$ cat src/ctm_defines.vh
// Purpose: constants shared by the compact timer design files
// Assumes: byte-wide timer registers, each in the low byte of one AXI word
// Notes:   definitions only
`ifndef CTM_DEFINES_VH
`define CTM_DEFINES_VH

// ==========================================================
// register byte addresses
`define CTM_ADDR_CTRL0    8'h00
`define CTM_ADDR_CTRL1    8'h04
`define CTM_ADDR_CNT_LO   8'h08
`define CTM_ADDR_CNT_HI   8'h0C
`define CTM_ADDR_CMPA_LO  8'h10
`define CTM_ADDR_CMPA_HI  8'h14
`define CTM_ADDR_INT_STAT 8'h18
`define CTM_ADDR_INT_CLR  8'h1C
`define CTM_ADDR_INT_EN   8'h20

// ==========================================================
// control register 0 fields
`define CTM_C0_PAUSE      7
`define CTM_C0_CKSEL_HI   6
`define CTM_C0_CKSEL_LO   4
`define CTM_C0_ON         3
`define CTM_C0_PER_HI     2
`define CTM_C0_PER_LO     0

// control register 1 fields
`define CTM_C1_MODE_HI    7
`define CTM_C1_MODE_LO    6
`define CTM_C1_IO_HI      5
`define CTM_C1_IO_LO      4
`define CTM_C1_OC         3
`define CTM_C1_POL        2
`define CTM_C1_DPX        1
`define CTM_C1_CCLR       0

// interrupt bits
`define CTM_INT_A         0
`define CTM_INT_P         1

// ==========================================================
// modes, pin actions, clock sources
`define CTM_MODE_CMP      2'h0
`define CTM_MODE_PWM      2'h2
`define CTM_MODE_TMR      2'h3
`define CTM_IO_NONE       2'h0
`define CTM_IO_LOW        2'h1
`define CTM_IO_HIGH       2'h2
`define CTM_IO_TOGGLE     2'h3
`define CTM_IO_PWM        2'h2
`define CTM_CK_SYS4       3'h0
`define CTM_CK_SYS        3'h1
`define CTM_CK_H16        3'h2
`define CTM_CK_H64        3'h3
`define CTM_CK_SUB0       3'h4
`define CTM_CK_SUB1       3'h5
`define CTM_CK_EXT_RISE   3'h6
`define CTM_CK_EXT_FALL   3'h7

// ==========================================================
// dividers, widths, reset values, bus answers
`define CTM_DIV_SYS       7'h04
`define CTM_DIV_H16       7'h10
`define CTM_DIV_H64       7'h40
`define CTM_CNT_ZERO      10'h000
`define CTM_CNT_ONE       10'h001
`define CTM_LOW_PAD       7'h00
`define CTM_BYTE_ZERO     8'h00
`define CTM_INT_ZERO      2'h0
`define CTM_RESP_OKAY     2'h0
`define CTM_RESP_SLVERR   2'h2

`endif

$ cat src/ctm_sync.v
// Purpose: bring the external count pin into the mclk domain and find its edges
// Assumes: pin is asynchronous to mclk
// Notes:   first stage feeds only the second stage
`timescale 1ns/1ns
module ctm_sync (
  input  wire mclk,     // system clock
  input  wire nrst,     // synchronous reset, active low
  input  wire pin_in,   // asynchronous pin
  output wire rise,     // one-cycle pulse on a rising edge
  output wire fall      // one-cycle pulse on a falling edge
);
  reg stage1_reg;
  reg stage2_reg;
  reg stage3_reg;

  always @(posedge mclk) begin
    if (!nrst) begin
      stage1_reg <= 1'b0;
      stage2_reg <= 1'b0;
      stage3_reg <= 1'b0;
    end else begin
      stage1_reg <= pin_in;
      stage2_reg <= stage1_reg;
      stage3_reg <= stage2_reg;
    end
  end

  assign rise = stage2_reg & ~stage3_reg;
  assign fall = ~stage2_reg & stage3_reg;
endmodule

$ cat src/ctm_div.v
// Purpose: divide a tick stream by a fixed ratio
// Assumes: tick_in is a one-cycle pulse on mclk
// Notes:   output is a registered one-cycle pulse
`timescale 1ns/1ns
module ctm_div #(
  parameter [6:0] DIV = 7'h04
) (
  input  wire mclk,      // system clock
  input  wire nrst,      // synchronous reset, active low
  input  wire tick_in,   // input tick
  output reg  tick_out   // one tick every DIV input ticks
);
  reg  [6:0] cnt_reg;
  wire [6:0] last = DIV - 7'h01;

  always @(posedge mclk) begin
    if (!nrst) begin
      cnt_reg  <= 7'h00;
      tick_out <= 1'b0;
    end else begin
      tick_out <= 1'b0;
      if (tick_in) begin
        if (cnt_reg == last) begin
          cnt_reg  <= 7'h00;
          tick_out <= 1'b1;
        end else begin
          cnt_reg <= cnt_reg + 7'h01;
        end
      end
    end
  end
endmodule

$ cat src/ctm_top.v
// Purpose: compact 10-bit timer with AXI4-Lite register access
// Assumes: fh_tick and fsub_tick are one-cycle pulses made on mclk
// Notes:   all timer registers are byte wide, in the low byte of each word
//
// What this block does
// ten-bit up-counter advancing on each active edge of the chosen clock.
// comparator P matches the three-bit period against counter bits nine to seven.
// comparator A matches the ten-bit value against the whole counter.
// software can only clear the counter, by raising the enable bit.
// counter clears on overflow or selected comparator match, raising an interrupt.
// separate interrupt requests for comparator A and comparator P matches.
// counter clock chosen from system and high clock divisions, the sub clock or the pin.
// external pin counts rising or falling edges as selected.
// compare mode drives the pin high, low or toggles it on match.
// edge-aligned PWM on the same pin, duty or period adjustable.
// only compare output, timer/counter and PWM modes exist.
// low bytes reached through one shared 8-bit buffer, moved on high accesses.
// low write fills buffer; high write updates high and copies buffer low.
// high read returns high and latches low; low read returns the buffer.
// software writes low then high, reads high then low.
// period field times 128 clocks sets P match; zero means 1024-count overflow.
// mode 00 compare, 10 PWM, 11 timer/counter, 01 undefined.
// pause freezes the counter; clearing pause resumes from the held value.
// external pin passes a two-stage synchroniser before its edge is used.
//
// Decided for this implementation: the AXI4-Lite slave port and the placing of the registers.
`timescale 1ns/1ns
`include "ctm_defines.vh"
module ctm_top (
  input  wire        mclk,             // system clock, 100 MHz
  input  wire        nrst,             // synchronous reset, active low
  input  wire        fh_tick,          // high internal clock tick
  input  wire        fsub_tick,        // sub clock tick
  input  wire        ext_clock_pin,    // external count pin, asynchronous
  output wire        timer_output_pin, // timer output pin
  output wire        irq,              // level interrupt
  input  wire [7:0]  awaddr,           // write address
  input  wire        awvalid,          // write address valid
  output wire        awready,          // write address ready
  input  wire [31:0] wdata,            // write data
  input  wire [3:0]  wstrb,            // write strobes
  input  wire        wvalid,           // write data valid
  output wire        wready,           // write data ready
  output reg  [1:0]  bresp,            // write response
  output reg         bvalid,           // write response valid
  input  wire        bready,           // write response ready
  input  wire [7:0]  araddr,           // read address
  input  wire        arvalid,          // read address valid
  output wire        arready,          // read address ready
  output reg  [31:0] rdata,            // read data
  output reg  [1:0]  rresp,            // read response
  output reg         rvalid,           // read data valid
  input  wire        rready            // read data ready
);
  // ==========================================================
  // registers
  reg  [7:0] ctrl0_reg;
  reg  [7:0] ctrl1_reg;
  reg  [9:0] cnt_reg;
  reg  [9:0] cmpa_reg;
  reg  [7:0] buf_reg;
  reg  [1:0] int_stat_reg;
  reg  [1:0] int_en_reg;
  reg        on_prev_reg;
  reg        out_reg;
  reg        aw_full_reg;
  reg  [7:0] aw_addr_reg;
  reg        w_full_reg;
  reg  [7:0] w_data_reg;
  reg        w_lane0_reg;

  wire       pause   = ctrl0_reg[`CTM_C0_PAUSE];
  wire [2:0] cksel   = ctrl0_reg[`CTM_C0_CKSEL_HI:`CTM_C0_CKSEL_LO];
  wire       ctm_on  = ctrl0_reg[`CTM_C0_ON];
  wire [2:0] period  = ctrl0_reg[`CTM_C0_PER_HI:`CTM_C0_PER_LO];
  wire [1:0] mode    = ctrl1_reg[`CTM_C1_MODE_HI:`CTM_C1_MODE_LO];
  wire [1:0] io_sel  = ctrl1_reg[`CTM_C1_IO_HI:`CTM_C1_IO_LO];
  wire       oc      = ctrl1_reg[`CTM_C1_OC];
  wire       pol     = ctrl1_reg[`CTM_C1_POL];
  wire       dpx     = ctrl1_reg[`CTM_C1_DPX];
  wire       cclr    = ctrl1_reg[`CTM_C1_CCLR];

  // ==========================================================
  // clock sources
  wire ext_rise;
  wire ext_fall;
  wire sys4_tick;
  wire h16_tick;
  wire h64_tick;

  ctm_sync u_sync (
    .mclk   (mclk),
    .nrst   (nrst),
    .pin_in (ext_clock_pin),
    .rise   (ext_rise),
    .fall   (ext_fall)
  );

  ctm_div #(.DIV(`CTM_DIV_SYS)) u_div_sys4 (
    .mclk     (mclk),
    .nrst     (nrst),
    .tick_in  (1'b1),
    .tick_out (sys4_tick)
  );

  ctm_div #(.DIV(`CTM_DIV_H16)) u_div_h16 (
    .mclk     (mclk),
    .nrst     (nrst),
    .tick_in  (fh_tick),
    .tick_out (h16_tick)
  );

  ctm_div #(.DIV(`CTM_DIV_H64)) u_div_h64 (
    .mclk     (mclk),
    .nrst     (nrst),
    .tick_in  (fh_tick),
    .tick_out (h64_tick)
  );

  reg src_tick;
  always @* begin
    case (cksel)
      `CTM_CK_SYS4:     src_tick = sys4_tick;
      `CTM_CK_SYS:      src_tick = 1'b1;
      `CTM_CK_H16:      src_tick = h16_tick;
      `CTM_CK_H64:      src_tick = h64_tick;
      `CTM_CK_SUB0:     src_tick = fsub_tick;
      `CTM_CK_SUB1:     src_tick = fsub_tick;
      `CTM_CK_EXT_RISE: src_tick = ext_rise;
      `CTM_CK_EXT_FALL: src_tick = ext_fall;
      default:          src_tick = 1'b0;
    endcase
  end

  // ==========================================================
  // counter and comparators
  // a match is seen on the tick that moves the counter onto the compare
  // value, so the cycle count of a period equals the compare value exactly
  wire       on_rise    = ctm_on & ~on_prev_reg;
  wire       count_tick = ctm_on & ~pause & src_tick;
  wire [9:0] cnt_inc    = cnt_reg + `CTM_CNT_ONE;
  wire       p_hit      = count_tick && (cnt_inc[9:7] == period) &&
                          (cnt_inc[6:0] == `CTM_LOW_PAD);
  wire       a_hit      = count_tick && (cnt_inc == cmpa_reg);
  // in PWM mode the period comparator follows the duty/period choice
  wire       clr_on_a   = (mode == `CTM_MODE_PWM) ? dpx : cclr;
  wire       cnt_clear  = clr_on_a ? a_hit : p_hit;

  always @(posedge mclk) begin
    if (!nrst) begin
      cnt_reg     <= `CTM_CNT_ZERO;
      on_prev_reg <= 1'b0;
    end else begin
      on_prev_reg <= ctm_on;
      if (on_rise)
        cnt_reg <= `CTM_CNT_ZERO;
      else if (count_tick)
        cnt_reg <= cnt_clear ? `CTM_CNT_ZERO : cnt_inc;
    end
  end

  // ==========================================================
  // output pin
  wire pwm_active = dpx ? (cnt_reg < {period, `CTM_LOW_PAD}) : (cnt_reg < cmpa_reg);

  always @(posedge mclk) begin
    if (!nrst) begin
      out_reg <= 1'b0;
    end else begin
      case (mode)
        `CTM_MODE_CMP: begin
          if (on_rise)
            out_reg <= oc;
          else if (a_hit) begin
            case (io_sel)
              `CTM_IO_LOW:    out_reg <= 1'b0;
              `CTM_IO_HIGH:   out_reg <= 1'b1;
              `CTM_IO_TOGGLE: out_reg <= ~out_reg;
              default:        out_reg <= out_reg;
            endcase
          end
        end
        `CTM_MODE_PWM: begin
          case (io_sel)
            `CTM_IO_NONE: out_reg <= ~oc;
            `CTM_IO_LOW:  out_reg <= oc;
            `CTM_IO_PWM:  out_reg <= (pwm_active & ctm_on) ? oc : ~oc;
            default:      out_reg <= out_reg;
          endcase
        end
        default: out_reg <= out_reg;     // timer mode and code 01 leave the pin
      endcase
    end
  end

  assign timer_output_pin = out_reg ^ pol;

  // ==========================================================
  // bus handshakes
  assign awready = ~aw_full_reg;
  assign wready  = ~w_full_reg;
  assign arready = ~rvalid;

  wire aw_take  = awvalid & ~aw_full_reg;
  wire w_take   = wvalid & ~w_full_reg;
  wire do_write = aw_full_reg & w_full_reg & ~bvalid;
  wire do_read  = arvalid & ~rvalid;
  wire wr_en    = do_write & w_lane0_reg;

  wire wr_hit = (aw_addr_reg == `CTM_ADDR_CTRL0)    || (aw_addr_reg == `CTM_ADDR_CTRL1)   ||
                (aw_addr_reg == `CTM_ADDR_CNT_LO)   || (aw_addr_reg == `CTM_ADDR_CNT_HI)  ||
                (aw_addr_reg == `CTM_ADDR_CMPA_LO)  || (aw_addr_reg == `CTM_ADDR_CMPA_HI) ||
                (aw_addr_reg == `CTM_ADDR_INT_STAT) || (aw_addr_reg == `CTM_ADDR_INT_CLR) ||
                (aw_addr_reg == `CTM_ADDR_INT_EN);

  reg [7:0] rd_byte;
  reg       rd_hit;
  always @* begin
    rd_hit  = 1'b1;
    case (araddr)
      `CTM_ADDR_CTRL0:    rd_byte = ctrl0_reg;
      `CTM_ADDR_CTRL1:    rd_byte = ctrl1_reg;
      `CTM_ADDR_CNT_LO:   rd_byte = buf_reg;
      `CTM_ADDR_CNT_HI:   rd_byte = {6'h00, cnt_reg[9:8]};
      `CTM_ADDR_CMPA_LO:  rd_byte = buf_reg;
      `CTM_ADDR_CMPA_HI:  rd_byte = {6'h00, cmpa_reg[9:8]};
      `CTM_ADDR_INT_STAT: rd_byte = {6'h00, int_stat_reg};
      `CTM_ADDR_INT_CLR:  rd_byte = `CTM_BYTE_ZERO;
      `CTM_ADDR_INT_EN:   rd_byte = {6'h00, int_en_reg};
      default: begin
        rd_byte = `CTM_BYTE_ZERO;
        rd_hit  = 1'b0;
      end
    endcase
  end

  // ==========================================================
  // bus state and register writes
  always @(posedge mclk) begin
    if (!nrst) begin
      aw_full_reg <= 1'b0;
      aw_addr_reg <= `CTM_BYTE_ZERO;
      w_full_reg  <= 1'b0;
      w_data_reg  <= `CTM_BYTE_ZERO;
      w_lane0_reg <= 1'b0;
      bvalid      <= 1'b0;
      bresp       <= `CTM_RESP_OKAY;
      rvalid      <= 1'b0;
      rresp       <= `CTM_RESP_OKAY;
      rdata       <= 32'h0000_0000;
      ctrl0_reg   <= `CTM_BYTE_ZERO;
      ctrl1_reg   <= `CTM_BYTE_ZERO;
      cmpa_reg    <= `CTM_CNT_ZERO;
      buf_reg     <= `CTM_BYTE_ZERO;
      int_en_reg  <= `CTM_INT_ZERO;
    end else begin
      if (aw_take) begin
        aw_full_reg <= 1'b1;
        aw_addr_reg <= awaddr;
      end
      if (w_take) begin
        w_full_reg  <= 1'b1;
        w_data_reg  <= wdata[7:0];
        w_lane0_reg <= wstrb[0];
      end
      if (bvalid && bready)
        bvalid <= 1'b0;
      if (rvalid && rready)
        rvalid <= 1'b0;

      if (do_read) begin
        rvalid <= 1'b1;
        rresp  <= rd_hit ? `CTM_RESP_OKAY : `CTM_RESP_SLVERR;
        rdata  <= {24'h00_0000, rd_byte};
        if (araddr == `CTM_ADDR_CNT_HI)
          buf_reg <= cnt_reg[7:0];
        if (araddr == `CTM_ADDR_CMPA_HI)
          buf_reg <= cmpa_reg[7:0];
      end

      // a write placed after the read lets it win the shared buffer
      if (do_write) begin
        aw_full_reg <= 1'b0;
        w_full_reg  <= 1'b0;
        bvalid      <= 1'b1;
        bresp       <= wr_hit ? `CTM_RESP_OKAY : `CTM_RESP_SLVERR;
      end
      if (wr_en) begin
        case (aw_addr_reg)
          `CTM_ADDR_CTRL0:   ctrl0_reg  <= w_data_reg;
          `CTM_ADDR_CTRL1:   ctrl1_reg  <= w_data_reg;
          `CTM_ADDR_CMPA_LO: buf_reg    <= w_data_reg;
          `CTM_ADDR_CMPA_HI: cmpa_reg   <= {w_data_reg[1:0], buf_reg};
          `CTM_ADDR_INT_EN:  int_en_reg <= w_data_reg[1:0];
          default:           ctrl0_reg  <= ctrl0_reg;   // counter pair is read-only
        endcase
      end
    end
  end

  // ==========================================================
  // interrupts: a new event beats a clear in the same cycle
  wire [1:0] int_set = {p_hit, a_hit};
  wire [1:0] int_clr = (wr_en && aw_addr_reg == `CTM_ADDR_INT_CLR) ?
                       w_data_reg[1:0] : `CTM_INT_ZERO;

  always @(posedge mclk) begin
    if (!nrst)
      int_stat_reg <= `CTM_INT_ZERO;
    else
      int_stat_reg <= (int_stat_reg & ~int_clr) | int_set;
  end

  assign irq = |(int_stat_reg & int_en_reg);
endmodule

$ cat config.mk
export PLATFORM = sky130hd
export DESIGN_NAME = ctm_top
export DESIGN_NICKNAME = d
export VERILOG_FILES = /design/src/ctm_sync.v /design/src/ctm_div.v /design/src/ctm_top.v
export VERILOG_INCLUDE_DIRS = /design/src /design/src/src
export SDC_FILE = /design/constraint.sdc
export NUM_CORES = 1
export LEC_CHECK = 0
export ABC_CLOCK_PERIOD_IN_PS = 2600
export BUFFER_PORTS_ARGS = -buffer_cell sky130_fd_sc_hd__buf_2
export CELL_PAD_IN_SITES_DETAIL_PLACEMENT = 1
export CELL_PAD_IN_SITES_GLOBAL_PLACEMENT = 2
export CORE_MARGIN = 4
export CORE_UTILIZATION = 33
export DETAILED_ROUTE_END_ITERATION = 16
export PLACE_DENSITY_LB_ADDON = 0.1
export SETUP_SLACK_MARGIN = 0.3
export SLEW_MARGIN = 5
export SYNTH_ARGS = -nofsm -noshare
export SYNTH_HDL_FRONTEND = slang
export SYNTH_SLANG_ARGS = --single-unit
export TNS_END_PERCENT = 1
$ cat constraint.sdc
create_clock -name mclk -period 2.6 [get_ports mclk]
set_input_delay 0.52 -clock mclk [delete_from_list [all_inputs] [get_ports mclk]]
set_output_delay 0.52 -clock mclk [all_outputs]
set_load 0.01 [all_outputs]
Word-level counts from Yosys, hierarchy flattened

Index checks and enable logic that the tools add are counted.
W data, S select, Z words.

Bitwise gates (word level): 28
Add/sub/neg operators: 4
Mux-type cells: 30
Order comparisons: 2
Equal/unequal tests: 35
Reduce and logical (&&, ||, !) cells: 36

Operator list:

| cell                    | count |
|---|---|
| $eq A8 B5 Y1 const B    | 8 |
| $pmux W8 S7             | 1 |
| $mux W8                 | 5 |
| $eq A8 B4 Y1 const B    | 4 |
| $add A7 B1 Y7 const B   | 3 |
| $lt A10 B10 Y1          | 2 |
| $eq A8 B3 Y1 const B    | 2 |
| $eq A8 B6 Y1 const B    | 2 |
| $logic_not A8 Y1        | 2 |
| $mux W1                 | 14 |
| $mux W7                 | 2 |
| $and A1 B1 Y1           | 12 |
| $eq A3 B3 Y1 const B    | 4 |
| $reduce_or A2 Y1        | 6 |
| $not A1 Y1              | 11 |
| $add A10 B1 Y10 const B | 1 |
| $eq A10 B10 Y1          | 1 |
| $mux W10                | 1 |
| $reduce_and A2 Y1       | 5 |
| $reduce_or A9 Y1        | 1 |
| $logic_or A1 B1 Y1      | 8 |
| $eq A7 B2 Y1 const B    | 1 |
| $eq A7 B4 Y1 const B    | 1 |
| $eq A7 B6 Y1 const B    | 1 |
| other kinds (22)        | 37 |

Word-level logic and storage cells: 163
Register bits after elaboration: 110
Output and inout port bits: 43

Depth between registers and ports, before layout

Gate-level depths: netlist of run 1.

Depth in word-level cells: 10
Depth in mapped cells: 11
Depth with buffers taken out: 9

Modules after synthesis

From an unflattened synthesis of run 1, not the netlist that was laid out.

Cell total of the unflattened synthesis: 674
Area, all modules: 6,093.3 um2

By module, submodules not included:

| module               | times used | area an instance (um2) | sequential area each (um2) | cells an instance |
|---|---|---|---|---|
| ctm_top              | 1          | 4,978.5                | 1,621.6                    | 567 |
| ctm_div (u_div_sys4) | 1          | 365.4                  | 160.2                      | 34 |
| ctm_div (u_div_h16)  | 1          | 336.6                  | 160.2                      | 34 |
| ctm_div (u_div_h64)  | 1          | 321.6                  | 160.2                      | 31 |
| ctm_sync             | 1          | 91.3                   | 60.1                       | 8 |

Worst setup path before layout of run 1

No wires, ideal clock.

Path type: in2reg
Start: in araddr[1]
End: reg rdata[2]
Cell stages on the path: 5
Path slack: 406 ps
Data arrival time: 2,108 ps
Setup time: 86 ps
Required time: 2,514 ps
Path through: or4_1 -> or3_1 -> nor2b_1 -> a222oi_1 -> a211oi_1

Cells in the longest elaborated chain, start to end: 3

Ends and longest elaborated chain:

| item                                                | RTL line      | source |
|---|---|---|
| from (decl)                                         | ctm_top.v:47  | `input wire [7:0] araddr,` |
| $eq A8 B5 Y1 / $eq A8 B4 Y1 (equally long branches) | ctm_top.v:220 | `case (araddr)` |
| $reduce_or A2 Y1 (no source line)                   | --            |  |
| $pmux W8 S7 *                                       | ctm_top.v:220 |  |
| to (signal assigned)                                | ctm_top.v:274 | `rdata <= {24'h00_0000, rd_byte};` |
| to (decl)                                           | ctm_top.v:50  | `output reg [31:0] rdata,` |

Mark *: on every way between the ends. The rest lies on a longest branch, timed or not.
A chain may end at the register's enable or synchronous reset.

Worst setup path in the final report of run 1

Start: reg cnt_reg[0]
End: reg cnt_reg[0]

Cells in the longest elaborated chain, start to end: 6

Ends and longest elaborated chain:

| item                               | RTL line      | source |
|---|---|---|
| from (decl)                        | ctm_top.v:59  | `reg [9:0] cnt_reg;` |
| from (signal assigned)             | ctm_top.v:151 | `` cnt_reg <= `CTM_CNT_ZERO; `` |
| from (signal assigned)             | ctm_top.v:156 | `` cnt_reg <= `CTM_CNT_ZERO; `` |
| from (signal assigned)             | ctm_top.v:158 | `` cnt_reg <= cnt_clear ? `CTM_CNT_ZERO : cnt_inc; `` |
| $add A10 B1 Y10 (no source line) * | --            |  |
| $eq A3 B3 Y1                       | ctm_top.v:142 | `wire p_hit = count_tick && (cnt_inc[9:7] == period) &&` |
| $logic_and A1 B1 Y1 (2 in series)  | ctm_top.v:142 |  |
| $mux W1                            | ctm_top.v:147 | `wire cnt_clear = clr_on_a ? a_hit : p_hit;` |
| $mux W10 *                         | ctm_top.v:158 |  |

Marks and branches as above.

==> impl_metrics.csv, run 1 <==
group,metric,value,unit
floorplanning,fp.dieH,141.2,um
clock_tree,clk_path_buf_depth,2,
grt,grt_max_degree,73,
route,drc_violation_total_after_the_first_tritonroute_iteration,232,
route,detail-route-antenna-nets,0,
worst_setup_path,timing.critical_path.slowest_stage_cell,"sky130_fd_sc_hd__dfxtp_4",
pwr,p_switching,0.9007,mW
pwr,cell_internal_pwr,2.499,mW
cells_and_area,finish.utilization,0.3955,
synthesis,synthesis.instances,703,
timing,tightestPinTransition,0.6919,ns
synthesis,synthesis.yosys.warnings,0,
clock_tree,clock-sinks,108,
worst_setup_path,worst_setup_path_start_kind,"flop",
timing,layout_setup_ws,0.2289,ns
status,run_status,"finished, final reports clean",
floorplanning,effective_utilization_at_floorplan,0.3375,
placed_design,standard_cell_area_after_detailed_placement,6427,sq um
floorplanning,pin_count,105,
pwr,pwr-share-seq,0.512,
synthesis,syn-mean-instance-area,8.333,sq um
clock_tree,cts-root-buf,"sky130_fd_sc_hd__clkbuf_16",
placed_design,globalplace.congestion,0.8027,
floorplanning,die_area,19950,sq um
pwr,power.switching_fraction,0.2650,
timing,report.final.hold_viol_count,0,
cells_and_area,drive_gt1_frac,0.1740,
worst_hold_path,worst_hold_path_type,"in2reg",
pwr,power_density_relative_to_cell_area,495.2,nW/um^2
synthesis,synth_top_cells_by_area,"sky130_fd_sc_hd__dfxtp_1 (37%), sky130_fd_sc_hd__nand2_1 (7.0%), sky130_fd_sc_hd__mux2i_1 (5.8%)",
route,dr_total_vias,5034,
grt,antenna_found_initial,0,
cells_and_area,fin_cells,1001,
floorplanning,design.core.area,17360,sq um
route,drt-vias-per-instance,5.029,
cells_and_area,antenna_cells,0,
timing,worst_hold_slack_after_final_layout,0.3324,ns
pwr,clock_power_share,0.417,
cells_and_area,syn2layout_area_growth,17.19,%
cells_and_area,finish.instance_area,6865,sq um
synthesis,async_reset_ff_frac,0,
timing,slew_headroom,0.5387,
placed_design,dp_hpwl,13150,um
clock_tree,tritoncts_clock_tree,"done",
floorplanning,die-width,141.2,um
placed_design,pre_cts_worst_setup_slack,0.1000,ns
pwr,vdd_drop_max,0.0003327,V
clock_tree,postCtsHoldBufs,0,
synthesis,synth_sequential_area_ratio,0.3691,
worst_setup_path,cp.required,2.85,ns
worst_setup_path,timing.critical_path.arrival,2.62,ns
route,detail_route.wl_per_cell,17.06,um
clock_tree,worstSkewPairLatency,0.36,ns
worst_setup_path,critPathMaxFanout,9,
timing,period_share,0.9119,
route,drt_pre_antenna_iters,5,
clock_tree,clkSlewWorstSetupHoldPaths,0.08,ns
timing,finClkSkew,0.009177,ns
grt,first_global_vias,5380,
placed_design,place_inst,982,
grt,grt_overflow_total,0,
timing,timing_max_transition_violations_final,0,
grt,grt_first_pass_wirelength,28350,um
floorplanning,placementRows,48,
clock_tree,cts_h_tree_depth,3,
synthesis,synthDistinctLibCells,74,
worst_setup_path,cp-end-kind,"flop",
route,drt_wl_total,17080,um
pwr,leakage,2.758,nW
pwr,power.total,3.400,mW
worst_setup_path,slowest_delay,0.39,ns
cells_and_area,nets,854,
synthesis,synth_most_common_cell,"sky130_fd_sc_hd__nand2_1",
synthesis,number_of_flops_mapped_to_enable_cells_by_yosys,0,
synthesis,postSynthRegisterBits,108,
timing,min_period,2.371,ns
synthesis,synth_flop_cell,"sky130_fd_sc_hd__dfxtp_1",
timing,grt_setup_unrepaired,"yes",
timing,setup_violations,0,
clock_tree,numCtsBuffers,9,
placed_design,number_of_input_and_output_port_buffers_inserted,51,
worst_setup_path,crit_type,"reg2reg",
worst_setup_path,cell_chain_of_the_critical_path,"buf_8 > inv_1 > ha_1 > a211oi_2 > nand3_1 > and4bb_1 > and4b_1 > buf_6 > nor3_4 > buf_12 > mux2_2",
synthesis,largest_area_contributor_in_the_synthesized_netlist,"sky130_fd_sc_hd__dfxtp_1",
synthesis,synth_top_cell_area_share,0.3691,
grt,global_route.usage.total,0.1772,
synthesis,netlist_area,5858,sq um
timing,accumulated_negative_setup_slack,0,ns
route,post-route-drc-count,0,
timing,max_clock_freq,421.8,MHz
pwr,combinationalPowerShare,0.071,
synthesis,post_synth_most_frequent_cells,"sky130_fd_sc_hd__nand2_1 (109), sky130_fd_sc_hd__dfxtp_1 (108), sky130_fd_sc_hd__nor2_1 (67), sky130_fd_sc_hd__a21oi_1 (48), sky130_fd_sc_hd__mux2i_1 (34)",
job,drv_cap,0,
[final cells by class]
cell class	instances	area, sq um
fillers	2099	10490
multi-input cells	534	3383
flip-flops and latches	108	2175
repair buffers	93	623.1
well taps	225	281.5
clock buffers	10	239.0
inverters	25	93.84
clock inverters	6	70.07
[power by group through the flow]
stage | logic [mW] | clock network [mW] | registers [mW]
4_1_cts | 0.242 | 1.48 | 1.74
6_report | 0.240 | 1.42 | 1.74
2_1_floorplan | 0.176 | 0 | 1.77
5_1_grt | 0.271 | 1.54 | 1.75
3_5_place_dp | 0.238 | 0 | 1.78
3_3_place_gp | 0.232 | 0 | 1.78
[cell families after synthesis]
group | Yosys count | share of synthesized area
buffers and inverters | 86 | 0.07860
other | 1 | 0.0006401
multiplexers | 37 | 0.06578
flip-flops | 108 | 0.3691
AND/OR/NAND/NOR | 286 | 0.2418
AO/OA/AOI/OAI | 134 | 0.1544
XOR/XNOR | 30 | 0.04485
adder cells (fa/ha/maj) | 21 | 0.04485
[final timing paths]
| kind | end | slack [ns] | from | cells past startpoint |
|---|---|---|---|---|
| hold reg to reg | u_div_h64.tick_out$_SDFF_PN0_ | 0.44 | u_div_h64.cnt_reg[6]$_SDFFE_PN0P_ | 1 |
| setup reg to reg | cnt_reg[0]$_SDFFE_PP0P_ | 0.23 | cnt_reg[0]$_SDFFE_PP0P_ | 11 |
| setup / recovery | cnt_reg[0]$_SDFFE_PP0P_ | 0.23 | cnt_reg[0]$_SDFFE_PP0P_ | 11 |
| hold / removal | rvalid$_SDFFE_PN0P_ | 0.33 | rready | 2 |
[layer usage]
| layer | routed length [um] | vias to the layer above | track usage |
|---|---|---|---|
| met4 | 348 | 0 | 0.05507 |
| met5 | 0 | - | 0 |
| met1 | 7782 | 2413 | 0.2252 |
| li1 | - | 2532 | - |
| met3 | 486 | 19 | 0.03121 |
| met2 | 8461 | 70 | 0.3052 |
[layout by cell type, fill, tap and decap left out, types with 5 or more instances in the layout]
cell                          n
sky130_fd_sc_hd__nand2b_1    10
sky130_fd_sc_hd__clkbuf_16    9
sky130_fd_sc_hd__nand3b_1     7
sky130_fd_sc_hd__o31ai_1      6
sky130_fd_sc_hd__and3_1       8
sky130_fd_sc_hd__a222oi_1     6
sky130_fd_sc_hd__and2_1       9
sky130_fd_sc_hd__xor2_1      12
sky130_fd_sc_hd__ha_1        19
sky130_fd_sc_hd__xnor2_1     18
sky130_fd_sc_hd__a21o_1       5
sky130_fd_sc_hd__inv_1       24
sky130_fd_sc_hd__dfxtp_1    102
sky130_fd_sc_hd__nor3_1      10
sky130_fd_sc_hd__o21ai_1      9
sky130_fd_sc_hd__a22o_1       6
sky130_fd_sc_hd__conb_1      26
sky130_fd_sc_hd__nand3_1     13
sky130_fd_sc_hd__nand4_1     11
sky130_fd_sc_hd__a21oi_1     48
sky130_fd_sc_hd__buf_2       51
sky130_fd_sc_hd__nand2_1    109
sky130_fd_sc_hd__nor2b_1     13
sky130_fd_sc_hd__a211oi_1     9
sky130_fd_sc_hd__or3_1        5
sky130_fd_sc_hd__mux2i_1     34
sky130_fd_sc_hd__nor2_1      67
sky130_fd_sc_hd__o21ai_0     12
sky130_fd_sc_hd__buf_4       36
[worst max-delay path, delay by kind of cell (launching register included)]
kind | cells | cell delay (ns)
compound gates | 1 | 0.15
buf+inv | 4 | 0.46
simple gates | 4 | 0.71
flops | 1 | 0.39
mux | 1 | 0.25
fa+ha+maj | 1 | 0.30
[repair_timing]
| item | CTS | global route |
|---|---|---|
| gates cloned | 0 | 0 |
| pin swaps | 4 | 5 |
| setup endpoints to repair | 10 | 35 |
| setup buffers | 3 | 0 |
| resized for setup | 16 | 3 |
| endpoints found under the hold margin | 0 | 0 |
(Power assumes the default switching activity.)
==> inputs of run 2 (changes only) <==
- GPL_TIMING_DRIVEN: not set -> 0
==> run 2 against run 1 <==
- non-clock buffer count up 29
- register-to-register slack worse by 0.07 ns
- final cell count up 2.8%
- clock power down 5%
- critical endpoint unchanged
==> impl_metrics.csv, run 2 (synthesized netlist as in run 1, its figures left out) <==
group,metric,value,unit
route,dr_total_vias,5125,
grt,gr-usage-met2,0.3258,
worst_setup_path,timing.critical_path.arrival,2.68,ns
cells_and_area,antenna_cells,0,
worst_setup_path,critical_path.n_buffers_inverters,3,
clock_tree,clock-sinks,108,
grt,global_route.usage.total,0.1792,
placed_design,pre_cts_worst_setup_slack,-0.1102,ns
timing,timing_max_transition_violations_final,0,
timing,period_share,0.9384,
timing,setup_violations,0,
clock_tree,clkSlewWorstSetupHoldPaths,0.08,ns
clock_tree,tritoncts_clock_tree,"done",
route,drc_violation_total_after_the_first_tritonroute_iteration,207,
worst_setup_path,worst_setup_path_start_kind,"flop",
floorplanning,effective_utilization_at_floorplan,0.3375,
timing,layout_setup_ws,0.1601,ns
timing,tightestPinTransition,0.7768,ns
grt,antenna_found_initial,0,
pwr,power.total,3.368,mW
floorplanning,die-width,141.2,um
worst_setup_path,crit_type,"reg2reg",
route,drt_wl_total,17740,um
worst_hold_path,worst_hold_path_type,"in2reg",
clock_tree,postCtsHoldBufs,0,
clock_tree,cts_h_tree_depth,3,
route,drt_pre_antenna_iters,5,
floorplanning,die_area,19950,sq um
grt,grt_max_degree,19,
grt,grt_first_pass_wirelength,28630,um
cells_and_area,finish.utilization,0.4022,
worst_setup_path,cp.required,2.84,ns
grt,grt-busiest-layer,"met2",
timing,grt_setup_unrepaired,"yes",
cells_and_area,syn2layout_area_growth,19.18,%
grt,use_met3,0.02442,
clock_tree,numCtsBuffers,9,
route,detail-route-antenna-nets,0,
cells_and_area,nets,883,
worst_setup_path,cpLargestDelayFamily,"simple AND/OR/NAND/NOR gates",
floorplanning,design.core.area,17360,sq um
floorplanning,pin_count,105,
job,drv_cap,0,
worst_setup_path,most_numerous_cell_on_the_critical_path,"sky130_fd_sc_hd__buf_6",
grt,grt_overflow_total,0,
grt,first_global_vias,5398,
placed_design,dp_hpwl,13890,um
timing,finClkSkew,0.01118,ns
timing,worst_hold_slack_after_final_layout,0.3558,ns
cells_and_area,multi_input_area,3395,sq um
worst_setup_path,critPathMaxFanout,10,
cells_and_area,ff_latch_area,2172,sq um
worst_setup_path,timing.critical_path.slowest_stage_cell,"sky130_fd_sc_hd__dfxtp_2",
cells_and_area,most-common-layout-cells,"sky130_fd_sc_hd__nand2_1 (109), sky130_fd_sc_hd__dfxtp_1 (104), sky130_fd_sc_hd__nor2_1 (67)",
pwr,vdd_drop_max,0.0003190,V
placed_design,globalplace.congestion,0.8686,
cells_and_area,final_common_cell,"sky130_fd_sc_hd__nand2_1",
route,post-route-drc-count,0,
floorplanning,placementRows,48,
timing,min_period,2.440,ns
timing,accumulated_negative_setup_slack,0,ns
status,run_status,"finished, final reports clean",
worst_setup_path,slowest_delay,0.41,ns
cells_and_area,fillerInstances,2121,
route,drt-vias-per-instance,4.981,
grt,met1_usage,0.2260,
pwr,leakage,2.837,nW
timing,slew_headroom,0.4822,
clock_tree,worstSkewPairLatency,0.35,ns
timing,report.final.hold_viol_count,0,
timing,max_clock_freq,409.8,MHz
clock_tree,cts-root-buf,"sky130_fd_sc_hd__clkbuf_16",
clock_tree,clk_path_buf_depth,2,
floorplanning,fp.dieH,141.2,um
cells_and_area,drive_gt1_frac,0.1791,
worst_setup_path,cell_chain_of_the_critical_path,"buf_6 > and3_4 > nand2_2 > o41ai_2 > and4bb_2 > and4b_1 > buf_6 > nor3_4 > buf_12 > mux2_2",
route,detail_route.wl_per_cell,17.24,um
placed_design,number_of_input_and_output_port_buffers_inserted,49,
pwr,power_density_relative_to_cell_area,482.4,nW/um^2
worst_setup_path,cp-end-kind,"flop",
## run 2: layout make-up
cell class,count,share of cell area
Tap cell,225,0.04032
Timing Repair Buffer,61,0.05161
Multi-Input combinational cell,534,0.4862
Clock buffer,10,0.03423
Sequential cell,108,0.3111
Clock inverter,5,0.006093
Buffer,61,0.05699
Inverter,25,0.01344
## run 2: what timing repair did
| action | 4_1_cts | 5_1_grt |
|---|---|---|
| buffers inserted | 9 | 3 |
| gates resized for setup | 19 | 11 |
| setup endpoints to repair | 19 | 37 |
| pin swaps | 6 | 6 |
## run 2: worst paths after layout
| path | startpoint | endpoint | slack [ns] | cells after the start |
|---|---|---|---|---|
| max | cnt_reg[2]$_SDFFE_PP0P_ | cnt_reg[0]$_SDFFE_PP0P_ | 0.16 | 10 |
| min | rready | rvalid$_SDFFE_PN0P_ | 0.36 | 2 |
| min reg2reg | u_sync.stage1_reg$_SDFF_PN0_ | u_sync.stage2_reg$_SDFF_PN0_ | 0.45 | 1 |
| max reg2reg | cnt_reg[2]$_SDFFE_PP0P_ | cnt_reg[0]$_SDFFE_PP0P_ | 0.16 | 10 |
## run 2: worst reg2reg max path, stage by stage (launching register included)
cell	delay, ns
sky130_fd_sc_hd__dfxtp_2	0.41
sky130_fd_sc_hd__buf_6	0.17
sky130_fd_sc_hd__and3_4	0.21
sky130_fd_sc_hd__nand2_2	0.07
sky130_fd_sc_hd__o41ai_2	0.36
sky130_fd_sc_hd__and4bb_2	0.32
sky130_fd_sc_hd__and4b_1	0.21
sky130_fd_sc_hd__buf_6	0.14
sky130_fd_sc_hd__nor3_4	0.05
sky130_fd_sc_hd__buf_12	0.15
sky130_fd_sc_hd__mux2_2	0.25
## run 2: per-stage QoR
stage                     area, sq um  std cells
after CTS                        6914       1026
after global placement           6479       1002
after global routing             6982       1029
after floorplan                  5952        728
after detailed placement         6479       1002
final                            6982       1029
## run 2: where the power goes
group	switching, mW	leakage, nW	total, mW	internal, mW
Combinational	0.157	1.82	0.275	0.117
Clock	0.665	0.141	1.35	0.687
Sequential	0.0452	0.880	1.74	1.70
## run 2: per-layer routing
metal / wire length (um) / vias to the layer above
met4: 117 / 0
met1: 7921 / 2454
met3: 587 / 6
met2: 9110 / 76
met5: 0 / -
li1: - / 2589
==> inputs of run 3 (changes only) <==
- PLACE_DENSITY: not set -> 0.87
- PLACE_DENSITY_LB_ADDON: 0.1 -> not set
==> run 3 against run 2 <==
- global-route usage is 0.51 points lower
- final area is 0.90% higher
- clock power is 7% higher
- combinational power is 1% lower
- register-to-register slack hardly changed
==> impl_metrics.csv, run 3 (synthesized netlist as in run 1, its figures left out) <==
group,metric,value,unit
clock_tree,clkSlewWorstSetupHoldPaths,0.08,ns
route,detail_route.wl_per_cell,16.49,um
worst_hold_path,worst_hold_path.num_cells,2,
clock_tree,cts_h_tree_depth,3,
worst_setup_path,rrSetupSlack,0.17,ns
timing,report.final.hold_viol_count,0,
grt,use_met3,0.02883,
grt,global_route.usage.total,0.1741,
cells_and_area,syn2layout_area_growth,20.25,%
grt,grt_overflow_total,0,
status,run_status,"finished, final reports clean",
timing,tightestPinTransition,0.7979,ns
cells_and_area,drive_gt1_frac,0.1811,
worst_setup_path,timing.critical_path.slowest_stage_cell,"sky130_fd_sc_hd__dfxtp_4",
timing,slew_headroom,0.4681,
grt,grt_first_pass_wirelength,27780,um
floorplanning,design.core.area,17360,sq um
timing,max_clock_freq,410.7,MHz
grt,grt-busiest-layer,"met2",
worst_setup_path,timing.critical_path.arrival,2.69,ns
grt,first_global_vias,5340,
pwr,clock_power_share,0.418,
pwr,pwr-share-seq,0.504,
cells_and_area,antenna_cells,0,
pwr,vdd_drop_max,0.0003202,V
placed_design,place_inst,1002,
route,dr_total_vias,5244,
timing,finClkSkew,0.006188,ns
route,drc_violation_total_after_the_first_tritonroute_iteration,258,
timing,accumulated_negative_setup_slack,0,ns
worst_setup_path,slowest_delay,0.37,ns
worst_setup_path,cp.required,2.85,ns
clock_tree,cts-root-buf,"sky130_fd_sc_hd__clkbuf_16",
placed_design,number_of_input_and_output_port_buffers_inserted,49,
cells_and_area,most-common-layout-cells,"sky130_fd_sc_hd__nand2_1 (109), sky130_fd_sc_hd__dfxtp_1 (103), sky130_fd_sc_hd__nor2_1 (66)",
worst_setup_path,worst_setup_path_startpoint,"cnt_reg[0]$_SDFFE_PP0P_",
timing,setup_violations,0,
floorplanning,effective_utilization_at_floorplan,0.3375,
worst_setup_path,cpLargestDelayFamily,"simple AND/OR/NAND/NOR gates",
timing,period_share,0.9365,
floorplanning,fp.dieH,141.2,um
cells_and_area,finish.utilization,0.4059,
pwr,power_density_relative_to_cell_area,490.3,nW/um^2
route,detail-route-antenna-nets,0,
grt,antenna_found_initial,0,
cells_and_area,fin_cells,1031,
cells_and_area,nets,884,
worst_hold_path,hold_start,"rready",
worst_setup_path,reg2reg_to,"cnt_reg[0]$_SDFFE_PP0P_",
clock_tree,postCtsHoldBufs,0,
route,drt_pre_antenna_iters,5,
placed_design,globalplace.congestion,0.8303,
floorplanning,placementRows,48,
job,drv_cap,0,
floorplanning,die-width,141.2,um
pwr,power.switching_fraction,0.2740,
route,drt_wl_total,17010,um
floorplanning,die_area,19950,sq um
worst_setup_path,crit_type,"reg2reg",
worst_setup_path,critPathMaxFanout,6,
timing,grt_setup_unrepaired,"yes",
clock_tree,clk_path_buf_depth,2,
pwr,power.total,3.454,mW
worst_setup_path,reg2regPathDepth,10,
floorplanning,pin_count,105,
worst_setup_path,worst_setup_path_start_kind,"flop",
worst_setup_path,cp-end-kind,"flop",
worst_setup_path,critical_path.n_buffers_inverters,2,
route,drt-vias-per-instance,5.086,
worst_setup_path,r2r_start,"cnt_reg[0]$_SDFFE_PP0P_",
timing,min_period,2.435,ns
worst_hold_path,worst_hold_path_type,"in2reg",
timing,timing_max_transition_violations_final,0,
pwr,leakage,2.860,nW
timing,worst_hold_slack_after_final_layout,0.3311,ns
worst_hold_path,hold-path-endpoint,"rvalid$_SDFFE_PN0P_",
clock_tree,tritoncts_clock_tree,"done",
grt,gr-usage-met2,0.2965,
cells_and_area,final_common_cell,"sky130_fd_sc_hd__nand2_1",
clock_tree,clock-sinks,108,
grt,grt_max_degree,23,
worst_setup_path,cell_chain_of_the_critical_path,"ha_1 > xor2_1 > a211oi_1 > nand3_1 > and4bb_1 > and4b_1 > buf_6 > nor3_4 > buf_12 > mux2_2",
pwr,cell_internal_pwr,2.508,mW
placed_design,dp_hpwl,12810,um
route,post-route-drc-count,0,
pwr,combinationalPowerShare,0.078,
pwr,p_switching,0.9463,mW
clock_tree,worstSkewPairLatency,0.36,ns
grt,met1_usage,0.2247,
clock_tree,numCtsBuffers,9,
==> run 3: power groups by stage <==
stage                     Combinational [mW]  Sequential [mW]  Clock, mW
after floorplan                        0.176             1.77          0
after global placement                 0.264             1.78          0
after detailed placement               0.268             1.78          0
after CTS                              0.272             1.74       1.50
after global routing                   0.310             1.75       1.55
final                                  0.271             1.74       1.44
==> run 3: routing by layer <==
| layer | part of all wire | vias up |
|---|---|---|
| li1 | - | 2598 |
| met1 | 0.45 | 2537 |
| met2 | 0.49 | 92 |
| met3 | 0.043 | 17 |
| met4 | 0.019 | 0 |
| met5 | 0 | - |
==> run 3: worst max path at each step <==
stage,to,slack [ns],cells after the start
after floorplan,rdata[2]$_SDFFE_PN0P_,0.41,5
after global placement,buf_reg[1]$_SDFF_PN0_,-0.04,8
after detailed placement,cnt_reg[0]$_SDFFE_PP0P_,-0.08,10
after CTS,cnt_reg[0]$_SDFFE_PP0P_,0.16,12
after global routing,cnt_reg[0]$_SDFFE_PP0P_,0.08,12
final,cnt_reg[0]$_SDFFE_PP0P_,0.17,10
==> run 3: stage by stage <==
stage | setup WS, ns | cell area, sq um
after floorplan | 0.4062 | 5952
after global placement | -0.03812 | 6479
after detailed placement | -0.07608 | 6479
final | 0.1652 | 7044
after CTS | 0.1614 | 6925
after global routing | 0.08500 | 7044
==> run 3: repair_timing <==
action | CTS | global route
gates cloned | 0 | 1
gates resized for setup | 14 | 21
buffers inserted | 10 | 2
pin swaps | 7 | 10
setup endpoints to repair | 10 | 34
==> run 3: final cells by class <==
cell class	count	area (sq um)
plain buffers	61	406.6
clock buffers	9	225.2
clock inverters	7	86.33
fillers	2125	10310
inverters	25	93.84
multi-input cells	534	3402
flip-flops and latches	108	2176
well taps	225	281.5
repair buffers	62	372.9
